$ cat src/core/sie_pkg.sv
package sie_pkg;
	// APB register indices, byte address is four times the index
	localparam logic [15:0] SIE_IDX_PCI_STATUS   = 16'h0006;
	localparam logic [15:0] SIE_IDX_SBE_COUNT    = 16'h00b8;
	localparam logic [15:0] SIE_IDX_SBE_TRIGGER  = 16'h00b9;
	localparam logic [15:0] SIE_IDX_ERR_ENABLE1  = 16'h00c0;
	localparam logic [15:0] SIE_IDX_ERR_DETECT1  = 16'h00c1;
	localparam logic [15:0] SIE_IDX_ERR_DETECT2  = 16'h00c5;
	localparam logic [15:0] SIE_IDX_CONTROL      = 16'h00f0;
	localparam logic [15:0] SIE_IDX_CAP_HIGH     = 16'h0f0c;
	localparam logic [15:0] SIE_IDX_CAP_LOW      = 16'h0f10;
	localparam logic [15:0] SIE_IDX_CAP_CHECK    = 16'h0f14;
	// Field positions
	localparam int SIE_PCI_ANY_ERR   = 15;
	localparam int SIE_ED1_WR_PAR    = 0;
	localparam int SIE_ED1_SBE_TRIG  = 2;
	localparam int SIE_EN1_SBE_TRIG  = 2;
	localparam int SIE_ED2_MULTI     = 3;
	localparam int SIE_CTL_ECC_EN    = 0;
	localparam int SIE_CTL_PAR_EN    = 1;
	// Reset values and other constants
	localparam logic [7:0]  SIE_RST_BYTE   = 8'h00;
	localparam logic [7:0]  SIE_RST_ENABLE = 8'h00;
	localparam logic [1:0]  SIE_RST_CTL    = 2'h0;
	localparam logic [7:0]  SIE_BE_FULL    = 8'hff;
	localparam logic [7:0]  SIE_ONE        = 8'h01;
	localparam int          SIE_AW         = 32;

	typedef enum logic [2:0]
	{
		SIE_IDLE = 3'b000,
		SIE_RD   = 3'b001,
		SIE_CHK  = 3'b011,
		SIE_DONE = 3'b010
	} sie_state_e;

	// Column of the check matrix for each data bit: distinct odd weight >= 3
	function automatic logic [511:0] sie_build_cols();
		logic [511:0] t;
		int           n;
		int           w;
		t = '0;
		n = 0;
		for (int v = 0; v < 256; v++)
		begin
			w = $countones(8'(v));
			if ((w % 2 == 1) && (w >= 3) && (n < 64))
			begin
				t[n*8 +: 8] = 8'(v);
				n++;
			end
		end
		return t;
	endfunction : sie_build_cols

	localparam logic [511:0] SIE_COLS = sie_build_cols();

	function automatic logic [7:0] sie_code(input logic [63:0] d);
		logic [7:0] c;
		c = '0;
		for (int i = 0; i < 64; i++)
			c = c ^ (d[i] ? SIE_COLS[i*8 +: 8] : 8'h00);
		return c;
	endfunction : sie_code

	function automatic logic [7:0] sie_par(input logic [63:0] d);
		logic [7:0] p;
		p = '0;
		for (int i = 0; i < 8; i++)
			p[i] = ^d[i*8 +: 8];
		return p;
	endfunction : sie_par
endpackage : sie_pkg

$ cat src/core/sie_inline_ecc.sv
// Chosen here: the APB register port.
`timescale 1ns/100ps
module sie_inline_ecc
(
	// Clock and reset
	input  wire logic                       i_clk,
	input  wire logic                       i_rst,
	// APB slave
	input  wire logic                       i_psel,
	input  wire logic                       i_penable,
	input  wire logic                       i_pwrite,
	input  wire logic [15:0]                i_paddr,
	input  wire logic [31:0]                i_pwdata,
	output logic      [31:0]                o_prdata,
	output logic                            o_pready,
	output logic                            o_pslverr,
	// Configuration strap
	input  wire logic                       i_bus64,
	// Processor or PCI request
	input  wire logic                       i_req_valid,
	input  wire logic                       i_req_write,
	input  wire logic [sie_pkg::SIE_AW-1:0] i_req_addr,
	input  wire logic [63:0]                i_req_wdata,
	input  wire logic [7:0]                 i_req_be,
	input  wire logic [7:0]                 i_req_par,
	output logic                            o_req_ready,
	output logic                            o_rsp_valid,
	output logic      [63:0]                o_rsp_data,
	output logic      [7:0]                 o_rsp_par,
	// SDRAM data path
	output logic                            o_mem_req,
	output logic                            o_mem_write,
	output logic      [sie_pkg::SIE_AW-1:0] o_mem_addr,
	output logic      [63:0]                o_mem_wdata,
	output logic      [7:0]                 o_mem_wcheck,
	output logic      [7:0]                 o_mem_be,
	input  wire logic                       i_mem_rvalid,
	input  wire logic [63:0]                i_mem_rdata,
	input  wire logic [7:0]                 i_mem_rcheck
);
	import sie_pkg::*;

	////////////////////////////////////////////////////////////////////////////
	sie_state_e         state_ff;
	sie_state_e         nxt_state;
	logic               rmw_ff;
	logic [63:0]        wdata_ff;
	logic [7:0]         be_ff;
	logic [63:0]        rdq_ff;
	logic [7:0]         rchk_ff;
	logic [1:0]         ctl_ff;
	logic [7:0]         en1_ff;
	logic [7:0]         cnt_ff;
	logic [7:0]         trig_ff;
	logic [7:0]         ed1_ff;
	logic [7:0]         ed2_ff;
	logic               pci_err_ff;
	logic [31:0]        cap_hi_ff;
	logic [31:0]        cap_lo_ff;
	logic [7:0]         cap_chk_ff;

	wire  ecc_on = ctl_ff[SIE_CTL_ECC_EN] & i_bus64;
	wire  par_on = ctl_ff[SIE_CTL_PAR_EN];

	////////////////////////////////////////////////////////////////////////////
	// Check and correct
	wire  [7:0]  recalc = sie_code(rdq_ff);
	wire  [7:0]  syn    = ecc_on ? (recalc ^ rchk_ff) : 8'h00;
	logic [63:0] hit;
	genvar gi;
	generate
		for (gi = 0; gi < 64; gi++)
		begin : g_col
			assign hit[gi] = (syn == SIE_COLS[gi*8 +: 8]);
		end
	endgenerate
	wire  in_chk   = (state_ff == SIE_CHK);
	wire  single   = in_chk & (|hit);
	wire  multi    = in_chk & (syn != 8'h00) & ~(|hit);
	wire  [63:0] fixed = multi ? rdq_ff : (rdq_ff ^ hit);
	logic [63:0] merged;
	generate
		for (gi = 0; gi < 8; gi++)
		begin : g_merge
			assign merged[gi*8 +: 8] = be_ff[gi] ? wdata_ff[gi*8 +: 8] : fixed[gi*8 +: 8];
		end
	endgenerate

	// Incoming processor parity
	wire  take     = (state_ff == SIE_IDLE) & i_req_valid & o_req_ready;
	wire  par_bad  = take & i_req_write & par_on & (sie_par(i_req_wdata) != i_req_par);
	wire  full_wr  = (i_req_be == SIE_BE_FULL) | ~ecc_on;

	////////////////////////////////////////////////////////////////////////////
	// Sequencer
	always_comb
	begin
		nxt_state = state_ff;
		case (state_ff)
			SIE_IDLE: if (take) nxt_state = (i_req_write & full_wr) ? SIE_DONE : SIE_RD;
			SIE_RD:   if (i_mem_rvalid) nxt_state = SIE_CHK;
			SIE_CHK:  nxt_state = SIE_DONE;
			SIE_DONE: nxt_state = SIE_IDLE;
			default:  nxt_state = SIE_IDLE;
		endcase
	end

	always_ff @(posedge i_clk or posedge i_rst)
	begin
		if (i_rst)
		begin
			state_ff    <= SIE_IDLE;
			rmw_ff      <= 1'b0;
			o_req_ready <= 1'b0;
		end
		else
		begin
			state_ff    <= nxt_state;
			o_req_ready <= (nxt_state == SIE_IDLE) & ~take;
			if (take)
				rmw_ff <= i_req_write & ~full_wr;
		end
	end

	always_ff @(posedge i_clk or posedge i_rst)
	begin
		if (i_rst)
		begin
			wdata_ff <= '0;
			be_ff    <= '0;
			rdq_ff   <= '0;
			rchk_ff  <= '0;
		end
		else
		begin
			if (take)
			begin
				wdata_ff <= i_req_wdata;
				be_ff    <= i_req_be;
			end
			if ((state_ff == SIE_RD) && i_mem_rvalid)
			begin
				rdq_ff  <= i_mem_rdata;
				rchk_ff <= i_mem_rcheck;
			end
		end
	end

	////////////////////////////////////////////////////////////////////////////
	// Memory and response outputs
	wire mem_go  = take | (in_chk & rmw_ff);
	wire mem_wr  = (take & i_req_write & full_wr) | (in_chk & rmw_ff);
	wire [63:0] mem_d = take ? i_req_wdata : merged;

	always_ff @(posedge i_clk or posedge i_rst)
	begin
		if (i_rst)
		begin
			o_mem_req    <= 1'b0;
			o_mem_write  <= 1'b0;
			o_mem_addr   <= '0;
			o_mem_wdata  <= '0;
			o_mem_wcheck <= '0;
			o_mem_be     <= '0;
		end
		else
		begin
			o_mem_req <= mem_go;
			if (mem_go)
			begin
				o_mem_write  <= mem_wr;
				o_mem_wdata  <= mem_d;
				o_mem_wcheck <= sie_code(mem_d);
				o_mem_be     <= (take & ~mem_wr) | rmw_ff ? SIE_BE_FULL : i_req_be;
			end
			if (take)
				o_mem_addr <= i_req_addr;
		end
	end

	always_ff @(posedge i_clk or posedge i_rst)
	begin
		if (i_rst)
		begin
			o_rsp_valid <= 1'b0;
			o_rsp_data  <= '0;
			o_rsp_par   <= '0;
		end
		else
		begin
			o_rsp_valid <= in_chk & ~rmw_ff;
			if (in_chk & ~rmw_ff)
			begin
				o_rsp_data <= fixed;
				o_rsp_par  <= sie_par(fixed);
			end
		end
	end

	////////////////////////////////////////////////////////////////////////////
	// APB decode; access phase always takes two cycles
	wire        acc     = i_psel & i_penable;
	wire        wr_en   = acc & i_pwrite & o_pready;
	wire [15:0] idx     = {2'b00, i_paddr[15:2]};
	wire        hit_pci = (idx == SIE_IDX_PCI_STATUS);
	wire        hit_cnt = (idx == SIE_IDX_SBE_COUNT);
	wire        hit_trg = (idx == SIE_IDX_SBE_TRIGGER);
	wire        hit_en1 = (idx == SIE_IDX_ERR_ENABLE1);
	wire        hit_ed1 = (idx == SIE_IDX_ERR_DETECT1);
	wire        hit_ed2 = (idx == SIE_IDX_ERR_DETECT2);
	wire        hit_ctl = (idx == SIE_IDX_CONTROL);
	wire        hit_chi = (idx == SIE_IDX_CAP_HIGH);
	wire        hit_clo = (idx == SIE_IDX_CAP_LOW);
	wire        hit_cck = (idx == SIE_IDX_CAP_CHECK);
	wire        mapped  = hit_pci | hit_cnt | hit_trg | hit_en1 | hit_ed1 | hit_ed2
	                    | hit_ctl | hit_chi | hit_clo | hit_cck;
	wire [31:0] rd_mux  =
		hit_pci ? {16'h0000, pci_err_ff, 15'h0000} :
		hit_cnt ? {24'h000000, cnt_ff} :
		hit_trg ? {24'h000000, trig_ff} :
		hit_en1 ? {24'h000000, en1_ff} :
		hit_ed1 ? {24'h000000, ed1_ff} :
		hit_ed2 ? {24'h000000, ed2_ff} :
		hit_ctl ? {30'h0000_0000, ctl_ff} :
		hit_chi ? cap_hi_ff :
		hit_clo ? cap_lo_ff :
		hit_cck ? {24'h000000, cap_chk_ff} : 32'h0000_0000;

	always_ff @(posedge i_clk or posedge i_rst)
	begin
		if (i_rst)
		begin
			o_pready  <= 1'b0;
			o_prdata  <= '0;
			o_pslverr <= 1'b0;
		end
		else
		begin
			o_pready  <= acc & ~o_pready;
			o_pslverr <= acc & ~o_pready & ~mapped;
			if (acc & ~o_pready)
				o_prdata <= rd_mux;
		end
	end

	////////////////////////////////////////////////////////////////////////////
	// Error counting and flags; a set in the clearing cycle wins
	wire [7:0] cnt_inc  = cnt_ff + SIE_ONE;
	wire       cnt_wr   = wr_en & hit_cnt;
	wire       sbe_rep  = single & (cnt_inc == trig_ff) & en1_ff[SIE_EN1_SBE_TRIG];
	wire       set_any  = sbe_rep | multi | par_bad;
	wire [7:0] clr_ed1  = (wr_en & hit_ed1) ? i_pwdata[7:0] : 8'h00;
	wire [7:0] clr_ed2  = (wr_en & hit_ed2) ? i_pwdata[7:0] : 8'h00;
	wire       clr_pci  = wr_en & hit_pci & i_pwdata[SIE_PCI_ANY_ERR];
	wire [7:0] set_ed1  = ({7'h00, sbe_rep} << SIE_ED1_SBE_TRIG) | ({7'h00, par_bad} << SIE_ED1_WR_PAR);
	wire [7:0] set_ed2  = {7'h00, multi} << SIE_ED2_MULTI;

	always_ff @(posedge i_clk or posedge i_rst)
	begin
		if (i_rst)
		begin
			cnt_ff     <= SIE_RST_BYTE;
			trig_ff    <= SIE_RST_BYTE;
			en1_ff     <= SIE_RST_ENABLE;
			ctl_ff     <= SIE_RST_CTL;
			ed1_ff     <= SIE_RST_BYTE;
			ed2_ff     <= SIE_RST_BYTE;
			pci_err_ff <= 1'b0;
		end
		else
		begin
			if (single)
				cnt_ff <= cnt_wr ? SIE_ONE : cnt_inc;
			else if (cnt_wr)
				cnt_ff <= SIE_RST_BYTE;
			if (wr_en & hit_trg)
				trig_ff <= i_pwdata[7:0];
			if (wr_en & hit_en1)
				en1_ff <= i_pwdata[7:0];
			if (wr_en & hit_ctl)
				ctl_ff <= i_pwdata[1:0];
			ed1_ff     <= (ed1_ff & ~clr_ed1) | set_ed1;
			ed2_ff     <= (ed2_ff & ~clr_ed2) | set_ed2;
			pci_err_ff <= (pci_err_ff & ~clr_pci) | set_any;
		end
	end

	// Capture source: processor bus on parity errors, memory bus otherwise
	always_ff @(posedge i_clk or posedge i_rst)
	begin
		if (i_rst)
		begin
			cap_hi_ff  <= '0;
			cap_lo_ff  <= '0;
			cap_chk_ff <= '0;
		end
		else if (set_any)
		begin
			cap_hi_ff  <= par_bad ? i_req_wdata[63:32] : rdq_ff[63:32];
			cap_lo_ff  <= par_bad ? i_req_wdata[31:0] : rdq_ff[31:0];
			cap_chk_ff <= par_bad ? i_req_par : rchk_ff;
		end
	end
endmodule : sie_inline_ecc

$ cat config.mk
export PLATFORM = sky130hd
export DESIGN_NAME = sie_inline_ecc
export DESIGN_NICKNAME = d
export VERILOG_FILES = /design/src/core/sie_pkg.sv /design/src/core/sie_inline_ecc.sv
export SDC_FILE = /design/constraint.sdc
export NUM_CORES = 2
export LEC_CHECK = 0
export ABC_CLOCK_PERIOD_IN_PS = 32100
export BUFFER_PORTS_ARGS = -buffer_cell sky130_fd_sc_hd__buf_2
export CAP_MARGIN = 10
export CORE_MARGIN = 2
export CORE_UTILIZATION = 60
export CTS_BUF_LIST = sky130_fd_sc_hd__clkbuf_8 sky130_fd_sc_hd__clkbuf_16
export DETAILED_ROUTE_END_ITERATION = 7
export GPL_TIMING_DRIVEN = 0
export PLACE_DENSITY = 0.91
export SYNTH_ARGS = -nofsm -noshare
export SYNTH_HDL_FRONTEND = slang
export SYNTH_SLANG_ARGS = --single-unit
$ cat constraint.sdc
create_clock -name i_clk -period 32.1 [get_ports i_clk]
set_input_delay 8.025 -clock i_clk [delete_from_list [all_inputs] [get_ports i_clk]]
set_output_delay 8.025 -clock i_clk [all_outputs]
set_load 0.005 [all_outputs]
* After elaboration in Yosys (flattened, before gate mapping)
Index checks and enable logic that the tools add are counted.
Word-level totals: flip-flop bits (word level) 485, input port bits 241, output and inout port bits 222, logic and storage cells 485
Cells by class: add/sub/neg operators 1, equal/unequal tests 79, mux-type cells 162, bitwise operators 192, reductions and logical operators 22
Operators by type and width (number):
- 7-bit two-way mux | 62
- 7-bit XOR | 60
- 32-bit two-way mux | 11
- 8-bit by 7-bit equality test with 1-bit output (second input constant) | 31
- 8-bit two-way mux | 31
- 6-bit two-way mux | 30
- 6-bit XOR | 28
- 64-bit two-way mux | 2
- 8-bit XOR reduction | 16
- 8-bit by 6-bit equality test with 1-bit output (second input constant) | 15
- 8-bit XOR | 13
- 14-bit by 8-bit equality test with 1-bit output (second input constant) | 6
- 5-bit two-way mux | 14
- 8-bit equality test (second input constant) | 8
- 64-bit OR reduction | 1
- 64-bit XOR | 1
- 5-bit XOR | 12
- 8-bit by 5-bit equality test with 1-bit output (second input constant) | 7
- 14-bit by 12-bit equality test with 1-bit output (second input constant) | 3
- 1-bit bitwise AND | 32
- 8-bit by 4-bit equality test with 1-bit output (second input constant) | 3
- 4-bit two-way mux | 6
- 8-bit bitwise AND | 2
- 8-bit inverter | 2
- other kinds (25) | 60

* Logic depth before layout (Yosys ltp)
depth after elaboration 137, gate-level depth with buffers 21, depth with buffers taken out 15

* Worst setup path after synthesis
Ideal clock, no wire load.
kind in2reg, start input i_bus64, end register cap_hi_ff[24], setup time 0.077 ns, arrival time 11.239 ns, required time 32.023 ns, slack 20.783 ns, cell stages on the path 16, buffers on the path 6, cells stage by stage and2_1 -> clkbuf_1 -> clkbuf_1 -> nand3_2 -> clkbuf_1 -> nor3_1 -> a2111oi_2 -> o2111ai_1 -> or4_4 -> nor4b_4 -> mux2i_1 -> o21bai_2 -> buf_4 -> buf_12 -> buf_8 -> a21oi_1
Between the ends: longest elaborated chain between the ends 9, elaborated cells between the ends (all ways) 76, classes of those cells eq/ne (64); mux (1); bitwise (9); reduce/logical (2)
Ends and longest elaborated chain:
- start: declaration | RTL line sie_inline_ecc.sv:18 | input wire logic i_bus64,
- 1-bit bitwise AND (*) | RTL line sie_inline_ecc.sv:62 | wire ecc_on = ctl_ff[SIE_CTL_ECC_EN] & i_bus64;
- 8-bit two-way mux (*) | RTL line sie_inline_ecc.sv:68 | wire [7:0] syn = ecc_on ? (recalc ^ rchk_ff) : 8'h00;
- 8-bit by 3-bit equality test with 1-bit output, or another cell as far along | RTL line sie_inline_ecc.sv:74 | assign hit[gi] = (syn == SIE_COLS[gi*8 +: 8]);
- 64-bit OR reduction | RTL line sie_inline_ecc.sv:78, sie_inline_ecc.sv:79
- 1-bit bitwise AND | RTL line sie_inline_ecc.sv:78 | wire single = in_chk & (|hit);
- 1-bit bitwise AND (2 in series) | RTL line sie_inline_ecc.sv:250 | wire sbe_rep = single & (cnt_inc == trig_ff) & en1_ff[SIE_EN1_SBE_TRIG];
- 1-bit OR (*) (2 in series) | RTL line sie_inline_ecc.sv:251 | wire set_any = sbe_rep | multi | par_bad;
- end signal: assignment | RTL line sie_inline_ecc.sv:299 | cap_hi_ff <= par_bad ? i_req_wdata[63:32] : rdq_ff[63:32];
- end: declaration | RTL line sie_inline_ecc.sv:58 | logic [31:0] cap_hi_ff;
Every way passes the cells marked *; elsewhere a longest branch is shown, timed or not. A chain may end at the register's enable or synchronous reset.

* Final worst setup path
start input i_bus64, end register o_mem_wcheck[1]
Between the ends: longest elaborated chain between the ends 73, elaborated cells between the ends (all ways) 180, classes of those cells eq/ne (64); mux (46); bitwise (68); reduce/logical (2)
Ends and longest elaborated chain:
- 1-bit bitwise AND (*) | RTL line sie_inline_ecc.sv:62
- 8-bit two-way mux (*) | RTL line sie_inline_ecc.sv:68
- 8-bit by 3-bit equality test with 1-bit output, or another cell as far along | RTL line sie_inline_ecc.sv:74
- 64-bit OR reduction | RTL line sie_inline_ecc.sv:79 | wire multi = in_chk & (syn != 8'h00) & ~(|hit);
- 1-bit inverter | RTL line sie_inline_ecc.sv:79
- 1-bit bitwise AND | RTL line sie_inline_ecc.sv:79
- 64-bit two-way mux (*) | RTL line sie_inline_ecc.sv:80 | wire [63:0] fixed = multi ? rdq_ff : (rdq_ff ^ hit);
- 8-bit two-way mux | RTL line sie_inline_ecc.sv:85 | assign merged[gi*8 +: 8] = be_ff[gi] ? wdata_ff[gi*8 +: 8] : fixed[gi*8 +: 8];
- (+6 left out)
- 5-bit XOR (6 in series) | RTL line sie_pkg.sv:62 | c = c ^ (d[i] ? SIE_COLS[i*8 +: 8] : 8'h00);
- 5-bit by 6-bit XOR with 6-bit output | RTL line sie_pkg.sv:62
- 6-bit XOR (14 in series) | RTL line sie_pkg.sv:62
- 6-bit by 7-bit XOR with 7-bit output | RTL line sie_pkg.sv:62
- 7-bit XOR (30 in series) | RTL line sie_pkg.sv:62
- 7-bit by 8-bit XOR with 8-bit output | RTL line sie_pkg.sv:62
- 8-bit XOR (5 in series) | RTL line sie_pkg.sv:62
- 8-bit XOR (*) | RTL line sie_pkg.sv:62
- end signal: assignment | RTL line sie_inline_ecc.sv:173 | o_mem_wcheck <= sie_code(mem_d);
- end: declaration | RTL line sie_inline_ecc.sv:35 | output logic [7:0] o_mem_wcheck,
Marked as above.

==> run_results.csv <==
group,metric,value,unit
finish,final_nets,3462,
finish,final_design_area_no_fill,31620,um^2
setup_path,reg2reg_to,"cap_hi_ff[11]$_DFFE_PP0P_",
clocking,cts_hold_buf,0,
clocking,clk_transition_reported_paths,0.06,ns
sta,post-route-min-period,13.20,ns
floorplanning,boundary_pins,463,
setup_path,worst_ep_required,32.65,ns
floorplanning,dieWidth,215.1,um
setup_path,cpMaxStageDelayCell,"clkbuf_1",
finish,nFillCells,3224,
setup_path,critPathMostFrequentCell,"clkbuf_1",
route,post_drt_wl_per_cell,30.75,um
floorplanning,placeableCoreArea,44120,um^2
synthesis,synth.area.top_cells,"dfrtp_1 (45%), xnor2_1 (8.7%), nand2_1 (6.1%)",
global_routing,grt_antenna_before_repair,7,
place,io_buffers,437,
setup_path,cp-endpoint,"o_mem_wcheck[1]$_DFFE_PP0P_",
sta,max-slew-margin-rel,10.90,%
synthesis,synth_top_area_cell,"dfrtp_1",
setup_path,reg2reg_from,"rdq_ff[61]$_DFFE_PP0P_",
sta,fin_skew,0.05743,ns
finish,layout-drive-gt1-share,22.87,%
place,hpwl_after_dpl,90420,um
synthesis,async_flop_share,100.0,%
finish,layout.core_utilization,71.66,%
route,final_antenna_net_count,0,
setup_path,worst-path-max-fanout,11,
flow_run,cap_violations,0,
clocking,cts-root-buf,"clkbuf_16",
clocking,clock-sinks,485,
floorplanning,dieHeight,215.1,um
setup_path,worstSetupStartpointType,"input port",
synthesis,ys_ff_latch,485,
global_routing,number_of_global_route_vias_before_repair,25089,
synthesis,most_numerous_cell_in_the_yosys_netlist,"dfrtp_1",
synthesis,synth_edf_count,0,
finish,finalNonFillerCells,3856,
setup_path,cp.arrival,13.75,ns
floorplanning,placement_rows,77,
route,dr.pass1.iters,8,
clocking,ctsResizeCount,0,
global_routing,globalRouteTotalUtil,50.70,%
synthesis,synth_warnings,0,
clocking,tritoncts_clock_tree,"built",
setup_path,timing.critical_path.cells,"buf_2 -> and2_1 -> clkbuf_1 -> clkbuf_1 -> nand3_1 -> clkbuf_1 -> nor3_1 -> xor2_1 -> mux2i_1 -> o21ai_1 -> xnor3_1 -> xnor2_1 -> xor3_1 -> a21oi_1",
sta,timing.final.max_slew_violations,0,
synthesis,synthDominantCellAreaShare,45.41,%
synthesis,ys_top_cells_by_count,"dfrtp_1 (485), nand2_1 (433), nor2_1 (271), xnor2_1 (265), a21oi_1 (143)",
setup_path,worst-path-stages,14,
status,outcome,"finished with violations",
route,via_per_inst,6.612,
place,dpl_cell_area,29810,um^2
route,route.final.wire_length,118600,um
finish,layout.area.seq,12140,um^2
setup_path,worstSetupEndpointType,"flip-flop",
synthesis,synth_area,26730,um^2
setup_path,r2r_cells,19,
synthesis,synth_cell_type_count,79,
floorplanning,floorplan.die_area,46250,um^2
setup_path,cpPeakStageDelay,0.87,ns
sta,final-setup-viol-count,0,
clocking,clk_path_buf_depth,3,
setup_path,worst_r2r_setup_slack,24.65,ns
route,dr_total_vias,25495,
setup_path,path_class,"in -> reg",
clocking,postCtsSetupBuffers,0,
clocking,clock_latency,0.64,ns
hold_path,hold_path.class,"reg -> reg",
floorplanning,start_util,60.57,%
synthesis,post_synth.cell_area_avg,9.822,um^2
setup_path,family_of_cells_with_the_greatest_summed_delay_on_the_critical_path,"XOR/XNOR gates",
global_routing,grt_remaining_overflow,0,
synthesis,postSynth.topFlopCell,"dfrtp_1",
global_routing,grt_max_degree,135,
place,place.gp.congestion,1.079,
clocking,htreeDepth,2,
synthesis,syn-instance-count,2721,
sta,final_report_hold_violation_count,0,
sta,worst_margin_pin_slew,1.325,ns
finish,areaGrowthSynthToFinish,18.31,%
global_routing,grt_first_pass_wirelength,168400,um
setup_path,startpoint,"i_bus64",
route,post-route-drc-count,38,
sta,grt_setup_unrepaired,"false",
status,failed_checks,"design-rule violations",
place,dpl.cell_count,3757,
sta,fin_setup_tns,0,ns
synthesis,synthesized_net_count,2963,
finish,multi_input_comb_area,13720,um^2
setup_path,path_buf_inv,4,
sta,fmax,75.78,MHz
route,drt_first_iter_violations,4258,
clocking,cts_buffers,50,
sta,finalCritPeriodShare,41.11,%
synthesis,yosysSeqAreaShare,45.41,%
cells by family (layout without fill, tap and decap cells):
| logic type | after synthesis | after routing | synth area share, % |
|---|---|---|---|
| DFF | 485 | 485 | 45.41 |
| and+or+nand+nor | 937 | 937 | 15.06 |
| muxes | 210 | 210 | 8.371 |
| other | 1 | 8 | 0.01403 |
| xor gates and xnor gates | 397 | 397 | 15.92 |
| AOI/OAI and AO/OA | 498 | 498 | 11.87 |
| adders and majority gates | 1 | 1 | 0.04681 |
| buffers and inverters | 192 | 728 | 3.305 |
worst reg2reg max path: cells and delay by family, from the launching register on:
kind / cells / cell delay [ns]
compound gates: 4 / 0.83
xor+xnor: 4 / 1.70
buf+inv: 6 / 1.86
flops: 1 / 0.59
mux: 2 / 1.13
simple gates: 3 / 1.22
sequential cells by signal (all words and copies together) (netlist names), 2 cells and up:
register,count
en1_ff,8
cap_lo_ff,32
cap_hi_ff,32
cap_chk_ff,8
o_mem_wcheck,8
o_rsp_par,8
ed1_ff,8
o_mem_wdata,64
state_ff,3
o_rsp_data,64
rdq_ff,64
o_mem_be,8
ctl_ff,2
ed2_ff,8
be_ff,8
wdata_ff,64
cnt_ff,8
o_prdata,32
o_mem_addr,32
trig_ff,8
rchk_ff,8
per-stage QoR:
step                      setup WS, ns  hold WS [ns]
after floorplan                  10.54        0.4371
after global placement           5.545        0.4513
after detailed placement         18.81        0.4572
after CTS                        19.41        0.4726
after global routing             19.15        0.4830
final                            18.90        0.4692
cell type report:
cell class	count	area share, %
antenna	7	0.05540
buffer	172	2.556
clock buffer	56	4.218
clock inverter	33	1.381
inverter	20	0.2612
multi-input combinational	2044	43.40
sequential	485	38.38
tap	592	2.343
timing repair buffer	447	7.400
how the worst min path moves through the flow:
stage / startpoint / end / slack [ns] / cells past startpoint
2_1_floorplan: wdata_ff[45]$_DFFE_PP0P_ / wdata_ff[45]$_DFFE_PP0P_ / 0.44 / 2
3_3_place_gp: wdata_ff[51]$_DFFE_PP0P_ / wdata_ff[51]$_DFFE_PP0P_ / 0.45 / 2
3_5_place_dp: wdata_ff[51]$_DFFE_PP0P_ / wdata_ff[51]$_DFFE_PP0P_ / 0.46 / 2
4_1_cts: o_rsp_par[1]$_DFFE_PP0P_ / o_rsp_par[1]$_DFFE_PP0P_ / 0.47 / 2
5_1_grt: o_mem_addr[10]$_DFFE_PP0P_ / o_mem_addr[10]$_DFFE_PP0P_ / 0.48 / 2
6_report: o_mem_addr[11]$_DFFE_PP0P_ / o_mem_addr[11]$_DFFE_PP0P_ / 0.47 / 2
per-layer routing:
metal / share of wire, % / GRT usage (%) / up-vias / wire, um
met5: 0.013 / 0.4167 / - / 16
met4: 9.5 / 38.69 / 2 / 11230
met3: 14 / 14.37 / 596 / 16050
met2: 43 / 75.78 / 2192 / 50850
met1: 34 / 62.59 / 12353 / 40420
li1: - / - / 10352 / -
placed cells by master, fill, tap and decap left out, drive strengths merged, types with 11 or more instances in the layout:
master    n
o31ai    14
xnor2   272
o21ai   142
nand3    32
clkinv   17
o21a     28
nor4     39
xnor3    45
xor2     76
a31oi    28
buf     510
nand2   433
inv      27
dfrtp   485
or4      14
and2     11
o31a     27
a222oi   18
nor3     95
clkbuf  164
mux2    108
a21oi   153
nor2    272
mux2i   102
a21boi   28
Power is left out: the tool's default activity adds up to more than one toggle a clock period on the data nets, which glitch-free logic cannot reach.
